### config.mk
export PLATFORM = sky130hd
export DESIGN_NAME = dppc_top
export DESIGN_NICKNAME = d
export VERILOG_FILES = /design/src/rtl/dppc_pkg.sv /design/src/rtl/dppc_top.sv
export VERILOG_INCLUDE_DIRS = /design/src /design/src/rtl
export SDC_FILE = /design/constraint.sdc
export NUM_CORES = 1
export LEC_CHECK = 0
export BUFFER_PORTS_ARGS = -buffer_cell sky130_fd_sc_hd__buf_2
export CAP_MARGIN = 20
export CORE_ASPECT_RATIO = 0.6
export CORE_MARGIN = 8
export CORE_UTILIZATION = 55
export CTS_BUF_LIST = sky130_fd_sc_hd__clkbuf_8
export DETAILED_ROUTE_END_ITERATION = 12
export PLACE_DENSITY = 0.82
export SYNTH_ARGS = -nofsm -noshare
export SYNTH_HDL_FRONTEND = slang
export SYNTH_SLANG_ARGS = --single-unit
### constraint.sdc
create_clock -name clk_in -period 3.7 [get_ports clk_in]
set_clock_uncertainty 0.1 [all_clocks]
set_input_delay 0 -clock clk_in [delete_from_list [all_inputs] [get_ports clk_in]]
set_output_delay 0 -clock clk_in [all_outputs]
set_load 0.02 [all_outputs]
### src/rtl/dppc_defines.svh
// constants for the downstream port power control block
// assumes a single 125 MHz core clock and open-drain pads with pull-ups
//
// Functional notes
// enabled port releases its pin as input with pull-up applied
// pulled-up pin level is the power-on request to the external switch
// external monitor pulls pin low on overcurrent; watched while enabled
// disabled port pin becomes output driven low, removing port power
// six identical independent per-port pins, ports 1 to 6
// ganged mode uses the shared pin as control for all ports
// in ganged mode external controllers hang off the shared pin only
// pins synchronised; low while enabled latches sticky overcurrent flag
`ifndef DPPC_DEFINES_SVH
`define DPPC_DEFINES_SVH

`define DPPC_NUM_PORTS 6
`define DPPC_NUM_CH 7
`define DPPC_GANG_CH 6
`define DPPC_CNT_W 7
`define DPPC_CLK_PERIOD_NS 8
`define DPPC_SETTLE_NS 1000
`define DPPC_SETTLE_CYC \
  ((`DPPC_SETTLE_NS + `DPPC_CLK_PERIOD_NS - 1) / `DPPC_CLK_PERIOD_NS)
`define DPPC_RST_OE 1'b1
`define DPPC_RST_PU 1'b0
`define DPPC_RST_FLAG 1'b0

`endif

### src/rtl/dppc_pkg.sv
// types for the downstream port power control block
// assumes dppc_defines.svh is on the include path
`include "dppc_defines.svh"

package dppc_pkg;

  // drive controls of one open-drain pad
  typedef struct packed {
    logic out;
    logic oe;
    logic pu;
  } dppc_pad_t;

  // power switching mode
  typedef enum logic {
    DPPC_INDIVIDUAL,
    DPPC_GANGED
  } dppc_mode_t;

endpackage : dppc_pkg

### src/rtl/dppc_top.sv
// downstream port power enable and overcurrent sense for six ports
// assumes enables come from hub config logic on clk_in and pads resolve
// the wire level from oe and pu outside this module
`timescale 1ns/1ns
`include "dppc_defines.svh"

module dppc_top (
  input wire logic clk_in, // 125 MHz core clock
  input wire logic rst_n_in, // async reset, active low
  input wire logic ganged_in, // 1 selects ganged power mode
  input wire logic [`DPPC_NUM_PORTS-1:0] port_en_in, // port enabled
  input wire logic [`DPPC_NUM_PORTS-1:0] oc_clear_in, // clear flag pulse
  input wire logic [`DPPC_NUM_CH-1:0] pad_in, // pin levels, [6] shared
  output dppc_pkg::dppc_pad_t [`DPPC_NUM_CH-1:0] pad_out, // pad drive
  output logic [`DPPC_NUM_PORTS-1:0] oc_flag_out, // sticky overcurrent
  output logic [`DPPC_NUM_PORTS-1:0] oc_now_out // overcurrent level
);
  import dppc_pkg::*;

  logic [1:0] rst_sync_q;
  logic rst_n_q;
  dppc_mode_t mode_q;
  logic [`DPPC_NUM_CH-1:0] ch_en;
  logic [`DPPC_NUM_CH-1:0] oe_q;
  logic [`DPPC_NUM_CH-1:0] pu_q;
  logic [`DPPC_NUM_CH-1:0] meta_q;
  logic [`DPPC_NUM_CH-1:0] pin_q;
  logic [`DPPC_NUM_CH-1:0] sense_ok;
  logic [`DPPC_NUM_CH-1:0] oc_raw;
  logic [`DPPC_NUM_PORTS-1:0] oc_set;
  logic [`DPPC_NUM_PORTS-1:0] oc_q;
  logic [`DPPC_NUM_PORTS-1:0] oc_now_q;

  // mode decode shared by the enables and the checks
  function automatic logic gang_sel(input dppc_mode_t mode);
    return mode == DPPC_GANGED;
  endfunction : gang_sel

  // reset release through two flip-flops
  always_ff @(posedge clk_in or negedge rst_n_in)
  begin
    if (!rst_n_in)
      rst_sync_q <= 2'h0;
    else
      rst_sync_q <= {rst_sync_q[0], 1'b1};
  end
  assign rst_n_q = rst_sync_q[1];

  // mode register
  always_ff @(posedge clk_in or negedge rst_n_q)
  begin
    if (!rst_n_q)
      mode_q <= DPPC_INDIVIDUAL;
    else
      mode_q <= ganged_in ? DPPC_GANGED : DPPC_INDIVIDUAL;
  end

  // channel enables: per-port pins in individual mode, shared pin when ganged
  // shared pin control
  always_comb
  begin
    for (int i = 0; i < `DPPC_NUM_PORTS; i++)
      ch_en[i] = port_en_in[i] && !gang_sel(mode_q);
    ch_en[`DPPC_GANG_CH] = (|port_en_in) && gang_sel(mode_q);
  end

  // one identical channel per pin
  // identical channels
  genvar g;
  generate
    for (g = 0; g < `DPPC_NUM_CH; g++)
    begin : g_ch
      logic [`DPPC_CNT_W-1:0] cnt_q;

      // release when enabled
      // drive low when disabled
      always_ff @(posedge clk_in or negedge rst_n_q)
      begin
        if (!rst_n_q)
        begin
          oe_q[g] <= `DPPC_RST_OE;
          pu_q[g] <= `DPPC_RST_PU;
        end
        else
        begin
          oe_q[g] <= !ch_en[g];
          pu_q[g] <= ch_en[g];
        end
      end

      // pull-up requests power
      assign pad_out[g].pu = pu_q[g];
      assign pad_out[g].oe = oe_q[g];
      assign pad_out[g].out = 1'b0; // only ever drives low

      // two-flop pin synchroniser
      // flops start high so the idle pull-up level reads as no fault
      always_ff @(posedge clk_in or negedge rst_n_q)
      begin
        if (!rst_n_q)
        begin
          meta_q[g] <= 1'b1;
          pin_q[g] <= 1'b1;
        end
        else
        begin
          meta_q[g] <= pad_in[g];
          pin_q[g] <= meta_q[g];
        end
      end

      // settle blanking so our own low drive is not read as overcurrent
      always_ff @(posedge clk_in or negedge rst_n_q)
      begin
        if (!rst_n_q)
          cnt_q <= '0;
        else if (!pu_q[g])
          cnt_q <= '0;
        else if (cnt_q != `DPPC_CNT_W'(`DPPC_SETTLE_CYC))
          cnt_q <= cnt_q + `DPPC_CNT_W'(1);
      end

      // active-low sense
      assign sense_ok[g] = pu_q[g] &&
                           (cnt_q == `DPPC_CNT_W'(`DPPC_SETTLE_CYC));
      assign oc_raw[g] = sense_ok[g] && !pin_q[g];

    end
  endgenerate

  // overcurrent events per port, shared pin fans out to all when ganged
  // shared pin sense
  always_comb
  begin
    for (int i = 0; i < `DPPC_NUM_PORTS; i++)
      oc_set[i] = oc_raw[i] || oc_raw[`DPPC_GANG_CH];
  end

  // sticky flags, set wins over clear
  always_ff @(posedge clk_in or negedge rst_n_q)
  begin
    if (!rst_n_q)
      oc_q <= {`DPPC_NUM_PORTS{`DPPC_RST_FLAG}};
    else
      oc_q <= oc_set | (oc_q & ~oc_clear_in);
  end

  // live overcurrent level
  always_ff @(posedge clk_in or negedge rst_n_q)
  begin
    if (!rst_n_q)
      oc_now_q <= '0;
    else
      oc_now_q <= oc_set;
  end

  // outputs come straight from their flops
  assign oc_flag_out = oc_q;
  assign oc_now_out = oc_now_q;
endmodule : dppc_top
After elaboration in Yosys (flattened, before gate mapping)
Index checks and enable logic that the tools add are counted.

Register bits: 92. Output and inout bits: 33. Logic and storage cells: 128.

$add $sub $neg: 7. Eq/ne operators: 21. Mux-type cells: 15. Bitwise logic cells: 3. Reductions and logical operators: 43.

Operator list (number): 7-bit 2-to-1 mux (14); 7-bit by 1-bit adder with 7-bit output (second input constant) (7); 7-bit == test (second input constant) (7); 7-bit != test (second input constant) (7); 1-bit logical AND (21); 1-bit zero test (15); 2-bit by 1-bit != test with 1-bit output (second input constant) (7); 6-bit AND (1); 1-bit logical OR (6); 6-bit inverter (1); 6-bit OR (1); 6-bit OR reduction (1); 1-bit 2-to-1 mux (1).

Longest topological paths before layout
Gate-level depths: netlist of run 1.

Depth after elaboration: 5. Mapped depth: 6. Depth with buffers taken out: 5.

Least setup slack after synthesis of run 1
No wires, ideal clock.

Path type: flip-flop to flip-flop. Start: register g_ch[6].cnt_q[1]. End: register oc_q[1], in the netlist oc_flag_out[1]. Data arrival time: 1.385 ns. Required time: 3.513 ns. Path slack: 2.128 ns. Cell stages (with the launch flop): 7. Period minus slack after synthesis: 1.572 ns. Path through: dfrtp_1 > inv_1 > ha_1 > nand3_1 > or4_4 > buf_6 > o221ai_2.

Word-level cells in the longest chain between the ends: 5.

Ends and longest elaborated chain: start, declared (line dppc_top.sv:73) `` logic [`DPPC_CNT_W-1:0] cnt_q; ``; start signal, assigned (line dppc_top.sv:120) `` cnt_q <= cnt_q + `DPPC_CNT_W'(1); ``; 7-bit == test (line dppc_top.sv:125) `` (cnt_q == `DPPC_CNT_W'(`DPPC_SETTLE_CYC)); ``; 1-bit logical AND (line dppc_top.sv:124) `assign sense_ok[g] = pu_q[g] &&`; 1-bit logical AND (line dppc_top.sv:126) `assign oc_raw[g] = sense_ok[g] && !pin_q[g];`; 1-bit logical OR (line dppc_top.sv:136) `` oc_set[i] = oc_raw[i] || oc_raw[`DPPC_GANG_CH]; ``; 6-bit OR (line dppc_top.sv:145) `oc_q <= oc_set | (oc_q & ~oc_clear_in);`; end signal, assigned (line dppc_top.sv:143) `` oc_q <= {`DPPC_NUM_PORTS{`DPPC_RST_FLAG}}; ``; end signal, assigned (line dppc_top.sv:145); end, declared (line dppc_top.sv:31) `` logic [`DPPC_NUM_PORTS-1:0] oc_q; ``.

No other way between the ends. A chain may end at the register's enable or synchronous reset.

Worst setup path after layout of run 1
Start: input port port_en_in[1]. End: register pu_q[6], in the netlist pad_out[18].

Word-level cells in the longest chain between the ends: 2.

Ends and longest elaborated chain: start, declared (line dppc_top.sv:11) `` input wire logic [`DPPC_NUM_PORTS-1:0] port_en_in, ``; 6-bit OR reduction (line dppc_top.sv:64) `` ch_en[`DPPC_GANG_CH] = (|port_en_in) && gang_sel(mode_q); ``; 1-bit logical AND (line dppc_top.sv:64); named net ch_en[6] (line dppc_top.sv:23) `` logic [`DPPC_NUM_CH-1:0] ch_en; ``; end signal, assigned by index (line dppc_top.sv:82) `` pu_q[g] <= `DPPC_RST_PU; ``; end signal, assigned by index (line dppc_top.sv:87) `pu_q[g] <= ch_en[g];`; end, declared (line dppc_top.sv:25) `` logic [`DPPC_NUM_CH-1:0] pu_q; ``.

The timed path passes the listed nets, and every way through them passes these cells.

==> flow_metrics.py, run 1 <==
metrics = {
    "run_status": {
        "status": "completed",
    },
    "placement": {
        "portBuffers": 47,
        "place.gp.congestion": 0.8770,
        "dp_hpwl_um": 6099,
    },
    "worst_setup_path": {
        "cp_common_cell": "dlygate4sd3_1",
        "crit_chain": "dlygate4sd3_1 > buf_2 > or4_1 > o31ai_1 > dlygate4sd3_1 > inv_1",
        "r2r_setup_slack_ps": 1940,
        "arrival_ps": 2170,
        "critPathSlowestCell": "dlygate4sd3_1",
        "worstSetupPathType": "input pin to register",
        "cp-end-kind": "register",
        "cp-start-kind": "input pin",
        "max_stage_delay_ps": 630,
        "reg2reg_depth": 5,
        "r2r-end": "oc_flag_out[5]",
        "crit_required_ps": 3860,
        "r2r-start": "g_ch[6].cnt_q[1]",
        "cp_max_fo": 2,
    },
    "run": {
        "cap_viol_max_count": 0,
    },
    "detailed_routing": {
        "vias_per_cell": 5.717,
        "vias": 3093,
        "drt_first_pass_iters": 4,
        "drc": 0,
        "ant_nets": 0,
        "wire_per_inst_um": 16.23,
        "drt_iter0_drc": 268,
        "routed_wirelength_um": 8780,
    },
    "clock_network": {
        "clock-sinks": 92,
        "clockBufferDepth": 2,
        "root_buffer": "clkbuf_8",
        "cts_buffers": 9,
        "clk_pin_slew_worst_paths_ps": 80,
        "clock_latency_ps": 360,
        "tritoncts": "done",
        "cts_resized": 0,
        "h-tree-depth": 3,
    },
    "floorplan": {
        "num_rows": 24,
        "dieArea_um2": 10510,
        "die_w_um": 127.1,
        "initial_core_util_pct": 56.55,
        "pin_count": 55,
        "core_um2": 7207,
        "die_h_um": 82.68,
    },
    "yosys": {
        "async_flop_share_pct": 100.0,
        "synthCells": 364,
        "synth-edff-count": 0,
        "yosysUniqueCellTypes": 47,
        "yosysTopAreaCell": "dfrtp_1",
        "synth_top_area_share_pct": 43.60,
        "netlist_area_um2": 4075,
        "syn_avg_cell_area_um2": 11.20,
        "yosysWarnings": 0,
        "yosys-top-cells-area": "dfrtp_1 (44%), dfstp_2 (14%), ha_1 (4.3%), inv_1 (3.1%), nor3_1 (2.8%)",
        "synth_ff_type": "dfrtp_1",
        "synth-seq-area-share_pct": 57.14,
        "synth_seq_cells": 92,
    },
    "power_and_ir_drop": {
        "ir_drop_mv": 0.2924,
        "power.total_mw": 1.848,
        "p_per_area_nw_per_um2": 381.3,
        "leakagePower_nw": 2.191,
    },
    "sta": {
        "hold_violations": 0,
        "fin_crit_ps": 2017,
        "drv_slew": 0,
        "setup_viol": 0,
        "rsz0062_at_grt": "false",
        "fmax_mhz": 495.7,
        "setup_tns_ps": 0,
        "fin_crit_sh_pct": 54.52,
    },
    "finish": {
        "insertedDiodeCount": 0,
        "nets": 481,
        "drive_gt1_share_pct": 22.22,
        "syn_to_final_growth_pct": 18.94,
        "fill_cells": 541,
    },
    "global_routing": {
        "grt_pass1_wl_um": 14750,
        "grt_use_total_pct": 18.06,
        "antenna_found_initial": 0,
        "grt_pass1_vias": 3071,
        "grt-ovfl-total": 0,
        "grt_max_degree": 80,
    },
    "hold_path": {
        "hold_path_class": "register to asynchronous set/reset pin",
    },
}
## cell usage in the layout (no fill, tap or decap), types with 4 or more instances in the layout
master,synthesis,layout
mux2i_1,6,6
o311ai_0,4,4
nor3_1,23,23
inv_1,34,37
dlygate4sd3_1,0,23
nand3_1,15,15
dfstp_2,21,21
o41ai_1,4,4
nand2_1,26,26
ha_1,14,14
conb_1,2,8
o21ai_2,6,6
nand4_1,4,4
clkbuf_8,0,10
o21ai_0,15,15
and3_1,12,12
nand2b_1,18,18
a21oi_1,7,7
a211oi_1,8,8
dfrtp_1,71,70
o221ai_2,4,4
a31oi_1,18,18
buf_2,0,47
## state kept, by name, summed over array words and instances, names as in the netlist
register	flops
meta_q	7
pad_out	14
mode_q	1
oc_now_out	6
oc_flag_out	6
rst_sync_q	2
g_ch.cnt_q	49
pin_q	7
## cell type report
cell class,instances,area [um2],share of cell area (%)
tap,91,113.9,2.349
multi-input combinational,236,1578,32.55
clock buffer,10,137.6,2.839
timing repair buffer,72,500.5,10.33
sequential,92,2332,48.12
clock inverter,6,57.56,1.187
inverter,34,127.6,2.633
## worst max-delay path by stage
stage | end | startpoint
floorplan | g_ch[0].cnt_q[0] | rst_sync_q[1]
global placement | oc_flag_out[5] | g_ch[6].cnt_q[1]
detailed placement | oc_flag_out[5] | g_ch[6].cnt_q[1]
CTS | pad_out[18] | port_en_in[5]
global route | pad_out[18] | port_en_in[1]
finish | pad_out[18] | port_en_in[1]
## layer usage
metal / GRT usage, % / wire, um / vias up
met5: 0 / 0 / -
li1: - / - / 1478
met2: 29.14 / 4163 / 87
met3: 6.410 / 533 / 16
met1: 22.29 / 3928 / 1512
met4: 6.958 / 154 / 0
## timing repair
action,in CTS,in global routing
hold buffers,23,0
hold endpoints to repair,30,0
buffers inserted,0,0
## stage by stage
step / cell area [um2] / util [%] / cells / hold slack, ps / worst slack, ps
after floorplan: 4098 / - / 370 / -395.6 / 884.4
after global placement: 4394 / 60.97 / 501 / -314.7 / 2057
after detailed placement: 4394 / 60.97 / 501 / -310.6 / 1986
after CTS: 4820 / 66.88 / 540 / 161.7 / 1843
after global routing: 4847 / 67.26 / 541 / 62.65 / 1626
final: 4847 / 67.26 / 541 / 48.32 / 1683
## synth_stat cells, drive strengths merged, types with 14 or more instances
| library cell | count |
|---|---|
| ha | 14 |
| nand3 | 16 |
| inv | 34 |
| and3 | 14 |
| dfrtp | 71 |
| nand2 | 26 |
| o21ai | 21 |
| a31oi | 18 |
| nor3 | 23 |
| nand2b | 18 |
| dfstp | 21 |
## where the power goes
group          total (mW)  internal (mW)  switching, mW
logic               0.122         0.0513         0.0704
registers            1.07           1.04         0.0280
clock network       0.659          0.325          0.334
## cell families (layout without fill, tap and decap cells)
logic type | Yosys count | count (layout) | share of synthesized area (%)
AND/OR/NAND/NOR | 122 | 122 | 16.70
flip-flops | 92 | 92 | 57.14
AO/OA/AOI/OAI | 85 | 85 | 15.23
buffers and inverters | 42 | 122 | 4.697
adder cells (fa/ha/maj) | 14 | 14 | 4.298
multiplexers | 7 | 7 | 1.750
other | 2 | 8 | 0.1843
## critical path: cells and delay by family
kind	cells	cell delay [ps]
buffers and inverters	4	1390
AND/OR/NAND/NOR	1	530
AO/OA/AOI/OAI	1	260
(Power assumes the default switching activity.)
==> inputs of run 2 (changes only) <==
--- a/config.mk
+++ b/config.mk
@@ -6,6 +6,7 @@
 export SDC_FILE = /design/constraint.sdc
 export NUM_CORES = 1
 export LEC_CHECK = 0
+export ABC_AREA = 1
 export BUFFER_PORTS_ARGS = -buffer_cell sky130_fd_sc_hd__buf_2
 export CAP_MARGIN = 20
 export CORE_ASPECT_RATIO = 0.6
@@ -13,7 +14,7 @@
 export CORE_UTILIZATION = 55
 export CTS_BUF_LIST = sky130_fd_sc_hd__clkbuf_8
 export DETAILED_ROUTE_END_ITERATION = 12
-export PLACE_DENSITY = 0.82
+export PLACE_DENSITY = 0.81
 export SYNTH_ARGS = -nofsm -noshare
 export SYNTH_HDL_FRONTEND = slang
 export SYNTH_SLANG_ARGS = --single-unit
==> constraint.sdc (replaced) <==
create_clock -name clk_in -period 2 [get_ports clk_in]
set_clock_uncertainty 0.1 [all_clocks]
set_input_delay 0 -clock clk_in [delete_from_list [all_inputs] [get_ports clk_in]]
set_output_delay 0 -clock clk_in [all_outputs]
set_load 0.02 [all_outputs]
==> run 2 against run 1 <==
  * Flip-flop and latch count did not move
  * Combinational power rose by 72%
  * Critical endpoint unchanged
  * Routed wire length fell by 2.6%
  * Area after synthesis rose by 4.3%
  * Sequential share of layout area fell by 1.7 points
  * Worst setup slack got worse by 1200 ps
  * Highest routed layer unchanged
  * Critical path depth rose by 1
  * Largest cell class unchanged
  * First-iteration DRC count fell by 41%
==> flow_metrics.py, run 2 <==
metrics = {
    "finish": {
        "final_cell_mix": "nand2_1 (110), dfrtp_1 (70), inv_1 (64)",
        "syn_to_final_growth_pct": 18.35,
        "fill_cells": 564,
        "drive_gt1_share_pct": 20.63,
        "largest_reg_flops": 49,
        "insertedDiodeCount": 0,
        "layout_commonest_cell": "nand2_1",
        "final_cell_area_um2": 5029,
        "nets": 569,
        "largest-register": "g_ch.cnt_q",
    },
    "detailed_routing": {
        "drc": 0,
        "vias_per_cell": 5.048,
        "drt_iter0_drc": 159,
        "drt_first_pass_iters": 5,
        "wire_per_inst_um": 13.31,
        "ant_nets": 0,
        "vias": 3241,
        "routed_wirelength_um": 8548,
    },
    "global_routing": {
        "grt_pass1_wl_um": 14900,
        "grt_util_met2_pct": 27.07,
        "antenna_found_initial": 0,
        "grt_pass1_vias": 3281,
        "grt_util_met3_pct": 4.528,
        "busiest_layer": "met2",
        "grt_max_degree": 49,
        "grt-ovfl-total": 0,
        "grt_use_total_pct": 16.90,
        "use_met1_pct": 21.47,
    },
    "yosys": {
        "synth_ff_type": "dfrtp_1",
        "yosysTopAreaCell": "dfrtp_1",
        "yosys-top-cells-area": "dfrtp_1 (42%), dfstp_2 (13%), nand2_1 (9.7%), nand3_1 (6.1%), inv_1 (5.5%)",
        "synthTopCellsByCount": "nand2_1 (110), dfrtp_1 (71), inv_1 (62)",
        "synth-seq-area-share_pct": 54.80,
        "yosysUniqueCellTypes": 26,
        "netlist_area_um2": 4249,
        "yosysWarnings": 0,
        "async_flop_share_pct": 100.0,
        "synth_top_area_share_pct": 41.81,
        "synthCells": 459,
        "synth-edff-count": 0,
        "synth_most_common_cell": "nand2_1",
        "synth_seq_cells": 92,
        "syn_avg_cell_area_um2": 9.257,
    },
    "placement": {
        "portBuffers": 47,
        "pre_cts_ws_ps": 630.2,
        "dp_hpwl_um": 6246,
        "postPlaceCellArea_um2": 4571,
        "place.gp.congestion": 0.8234,
    },
    "floorplan": {
        "dieArea_um2": 10890,
        "pin_count": 55,
        "die_h_um": 84.09,
        "die_w_um": 129.5,
        "core_um2": 7387,
        "initial_core_util_pct": 57.52,
        "num_rows": 24,
    },
    "power_and_ir_drop": {
        "ir_drop_mv": 0.4810,
        "p_per_area_nw_per_um2": 711.2,
        "leakagePower_nw": 2.620,
        "power.total_mw": 3.576,
    },
    "sta": {
        "layout_setup_ws_ps": 489.3,
        "fin_crit_ps": 1511,
        "hold_violations": 0,
        "fin_crit_sh_pct": 75.53,
        "rsz0062_at_grt": "false",
        "fmax_mhz": 662.0,
        "setup_tns_ps": 0,
        "setup_viol": 0,
        "drv_slew": 0,
    },
    "hold_path": {
        "hold_path_class": "register to asynchronous set/reset pin",
    },
    "worst_setup_path": {
        "cp_max_fo": 2,
        "arrival_ps": 1660,
        "crit_required_ps": 2150,
        "cp-start-kind": "input pin",
        "cp-end-kind": "register",
        "worstSetupPathType": "input pin to register",
    },
    "run": {
        "cap_viol_max_count": 0,
    },
    "clock_network": {
        "root_buffer": "clkbuf_8",
        "tritoncts": "done",
        "cts_buffers": 9,
        "h-tree-depth": 3,
        "cts_resized": 0,
        "clock-sinks": 92,
        "clock_latency_ps": 350,
        "clockBufferDepth": 2,
        "clk_pin_slew_worst_paths_ps": 80,
    },
    "run_status": {
        "status": "completed",
    },
}
==> run 2: per-stage QoR <==
step / hold slack (ps) / utilization, % / std cells
after global placement: -312.8 / 61.87 / 603
after floorplan: -395.6 / - / 465
after CTS: 82.89 / 68.07 / 642
after detailed placement: -307.1 / 61.87 / 603
after global routing: 93.00 / 68.07 / 642
final: 77.76 / 68.07 / 642
==> run 2: routing by layer <==
metal  wire (um)  up-vias
li1            -     1620
met1        3962     1555
met2        4127       60
met3         405        6
met4          53        0
met5           0        -
==> run 2: critical path: stages <==
cell and delay, ps:
dlygate4sd3_1 530, buf_2 130, nor2_1 160, nand4_1 130, dlygate4sd3_1 580, nand2_1 90, inv_1 50
==> run 2: worst paths after layout <==
check | from | to | slack [ps] | depth (start not counted)
max | port_en_in[3] | pad_out[18] | 490 | 7
min | rst_sync_q[1] | g_ch[6].cnt_q[1] | 80 | 0
max reg2reg | g_ch[1].cnt_q[0] | g_ch[1].cnt_q[4] | 620 | 6
min reg2reg | rst_sync_q[1] | g_ch[6].cnt_q[1] | 80 | 0
max in group asynchronous | rst_sync_q[1] | pin_q[5] | 1070 | 1
min in group clk_in | pad_in[6] | meta_q[6] | 190 | 2
==> run 2: area by class of cell <==
type                    instances  area [um2]  area share [%]
well taps                     104       130.1           2.588
repair buffers                 72       493.0           9.803
clock inverters                 5       76.32           1.518
flip-flops and latches         92        2332           46.38
inverters                      64       240.2           4.777
clock buffers                  11       151.4           3.011
multi-input cells             294        1605           31.92
==> run 2: where the power goes <==
group | internal, mW | switching [mW] | leakage, nW
registers | 1.92 | 0.0597 | 1.19
logic | 0.0864 | 0.123 | 1.31
clock network | 0.766 | 0.617 | 0.122
==> run 2: timing repair <==
item / CTS / global route
hold buffers: 23 / 0
hold endpoints to repair: 30 / 0
buffers inserted: 0 / 0
==> run 2: kinds of logic after synthesis <==
logic type	share of synthesized area (%)
simple gates	28.12
buf+inv	7.950
fa+ha+maj	4.123
other cells	0.1767
compound gates	4.829
flops	54.80
==> inputs of run 3 (changes only) <==
==> constraint.sdc (replaced) <==
create_clock -name clk_in -period 1.5 [get_ports clk_in]
set_clock_uncertainty 0.1 [all_clocks]
set_input_delay 0 -clock clk_in [delete_from_list [all_inputs] [get_ports clk_in]]
set_output_delay 0 -clock clk_in [all_outputs]
set_load 0.02 [all_outputs]
==> run 3 against run 2 <==
  * Design area unchanged
  * Final cell count unchanged
  * Clock power increased by 30%
  * Sequential power increased by 33%
  * Critical path type is now register to register
  * Largest cell class unchanged
==> flow_metrics.py, run 3 (same netlist as run 2, synthesis figures left out) <==
metrics = {
    "run_status": {
        "status": "completed",
    },
    "finish": {
        "largest-register": "g_ch.cnt_q",
        "final_cell_mix": "nand2_1 (110), dfrtp_1 (69), inv_1 (63)",
        "final_cell_area_um2": 5029,
        "syn_to_final_growth_pct": 18.35,
        "largest_reg_flops": 49,
        "layout_commonest_cell": "nand2_1",
        "fill_cells": 580,
        "nets": 569,
        "insertedDiodeCount": 0,
        "finalCoreUtilization_pct": 68.07,
        "drive_gt1_share_pct": 21.19,
    },
    "clock_network": {
        "clk_pin_slew_worst_paths_ps": 90,
        "clockBufferDepth": 2,
        "clock_latency_ps": 360,
        "root_buffer": "clkbuf_8",
        "post_cts.repair.setup_buffers": 0,
        "h-tree-depth": 3,
        "cts_buffers": 9,
        "clock-sinks": 92,
        "tritoncts": "done",
    },
    "worst_setup_path": {
        "r2r_setup_slack_ps": 100,
        "r2r-start": "g_ch[1].cnt_q[0]",
        "crit_start": "g_ch[1].cnt_q[0]",
        "crit_required_ps": 1650,
        "cp_max_fo": 8,
        "crit_end": "g_ch[1].cnt_q[4]",
        "reg2reg_depth": 6,
        "r2r-end": "g_ch[1].cnt_q[4]",
        "worstSetupPathType": "register to register",
        "arrival_ps": 1550,
        "cp-end-kind": "register",
        "cp-start-kind": "register",
    },
    "detailed_routing": {
        "wire_per_inst_um": 13.50,
        "drc": 0,
        "vias_per_cell": 5.106,
        "drt_first_pass_iters": 5,
        "routed_wirelength_um": 8669,
        "drt_iter0_drc": 280,
        "ant_nets": 0,
        "vias": 3278,
    },
    "power_and_ir_drop": {
        "clkPwrFrac_pct": 37.9,
        "p_int_mw": 3.617,
        "p_per_area_nw_per_um2": 938.0,
        "ir_drop_mv": 0.8339,
        "leakagePower_nw": 2.611,
        "swShare_pct": 23.31,
        "pwr-share-comb_pct": 6.0,
        "power.total_mw": 4.717,
        "p_seq_share_pct": 56.1,
        "power.switching_mw": 1.100,
    },
    "floorplan": {
        "die_h_um": 84.09,
        "dieArea_um2": 10890,
        "die_w_um": 129.5,
        "pin_count": 55,
        "num_rows": 24,
        "core_um2": 7387,
        "initial_core_util_pct": 57.52,
    },
    "global_routing": {
        "busiest_layer": "met2",
        "grt_util_met3_pct": 5.995,
        "grt_pass1_wl_um": 14900,
        "grt_util_met2_pct": 27.50,
        "use_met1_pct": 20.80,
        "grt_max_degree": 37,
        "grt_pass1_vias": 3295,
        "grt-ovfl-total": 0,
        "antenna_found_initial": 0,
        "grt_use_total_pct": 16.94,
    },
    "run": {
        "cap_viol_max_count": 0,
    },
    "sta": {
        "setup_viol": 0,
        "drv_slew": 0,
        "rsz0062_at_grt": "false",
        "fin_crit_ps": 1396,
        "fmax_mhz": 716.3,
        "hold_violations": 0,
        "fin_crit_sh_pct": 93.07,
        "setup_tns_ps": 0,
    },
    "placement": {
        "portBuffers": 47,
        "postPlaceCellArea_um2": 4591,
        "place.gp.congestion": 0.8468,
        "dp_hpwl_um": 6286,
    },
    "hold_path": {
        "hold_path_class": "register to asynchronous set/reset pin",
    },
}
run 3: cell types whose count changed in the layout (fill, tap and decap cells not counted), sizes merged:
cell         change
clkinvlp         +2
clkinv           +1
buf              +1
inv              -1
clkbuf           -2
dlygate4sd3      -1
run 3: critical path, stage by stage, from the launching register on:
cell and delay, ps:
dfrtp_2 460, ha_1 280, inv_1 70, nor2_1 50, or2_0 200, nand3_1 70, nand2_1 50
run 3: through the flow:
step	instances	setup slack, ps	hold WS (ps)
6_report	642	103.9	117.0
3_3_place_gp	604	167.2	-316.0
5_1_grt	642	7.020	147.0
2_1_floorplan	465	215.4	-395.6
4_1_cts	642	65.59	130.3
3_5_place_dp	604	114.2	-314.4
run 3: how the worst min path moves through the flow:
stage                     slack (ps)                to     startpoint
after floorplan                 -400     rst_sync_q[0]       rst_n_in
after global placement          -320     rst_sync_q[0]       rst_n_in
after detailed placement        -310     rst_sync_q[0]       rst_n_in
after CTS                        130  g_ch[4].cnt_q[0]  rst_sync_q[1]
after global routing             150  g_ch[3].cnt_q[3]  rst_sync_q[1]
final                            120  g_ch[4].cnt_q[0]  rst_sync_q[1]
run 3: cell type report:
type / count / area, um2 / share of cell area (%)
clock buffer: 9 / 123.9 / 2.463
inverter: 64 / 240.2 / 4.777
multi-input combinational: 294 / 1605 / 31.92
tap: 104 / 130.1 / 2.588
timing repair buffer: 72 / 503.0 / 10.00
sequential: 92 / 2333 / 46.40
clock inverter: 7 / 92.59 / 1.841
run 3: power by group through the flow:
stage	Clock [mW]	Sequential, mW	Combinational [mW]
2_1_floorplan	0	2.71	0.129
3_3_place_gp	0	2.69	0.232
3_5_place_dp	0	2.69	0.241
4_1_cts	1.84	2.65	0.287
5_1_grt	1.94	2.66	0.319
6_report	1.79	2.64	0.284
run 3: timing repair:
action,in CTS,in global routing
hold buffers,22,0
endpoints found under the setup margin,0,1
gates resized for setup,0,1
hold endpoints to repair,30,0
run 3: metal layers:
| layer | part of all wire, % | wire [um] |
|---|---|---|
| met4 | 0.81 | 70 |
| met5 | 0 | 0 |
| met3 | 5.3 | 458 |
| met2 | 49 | 4282 |
| met1 | 45 | 3858 |
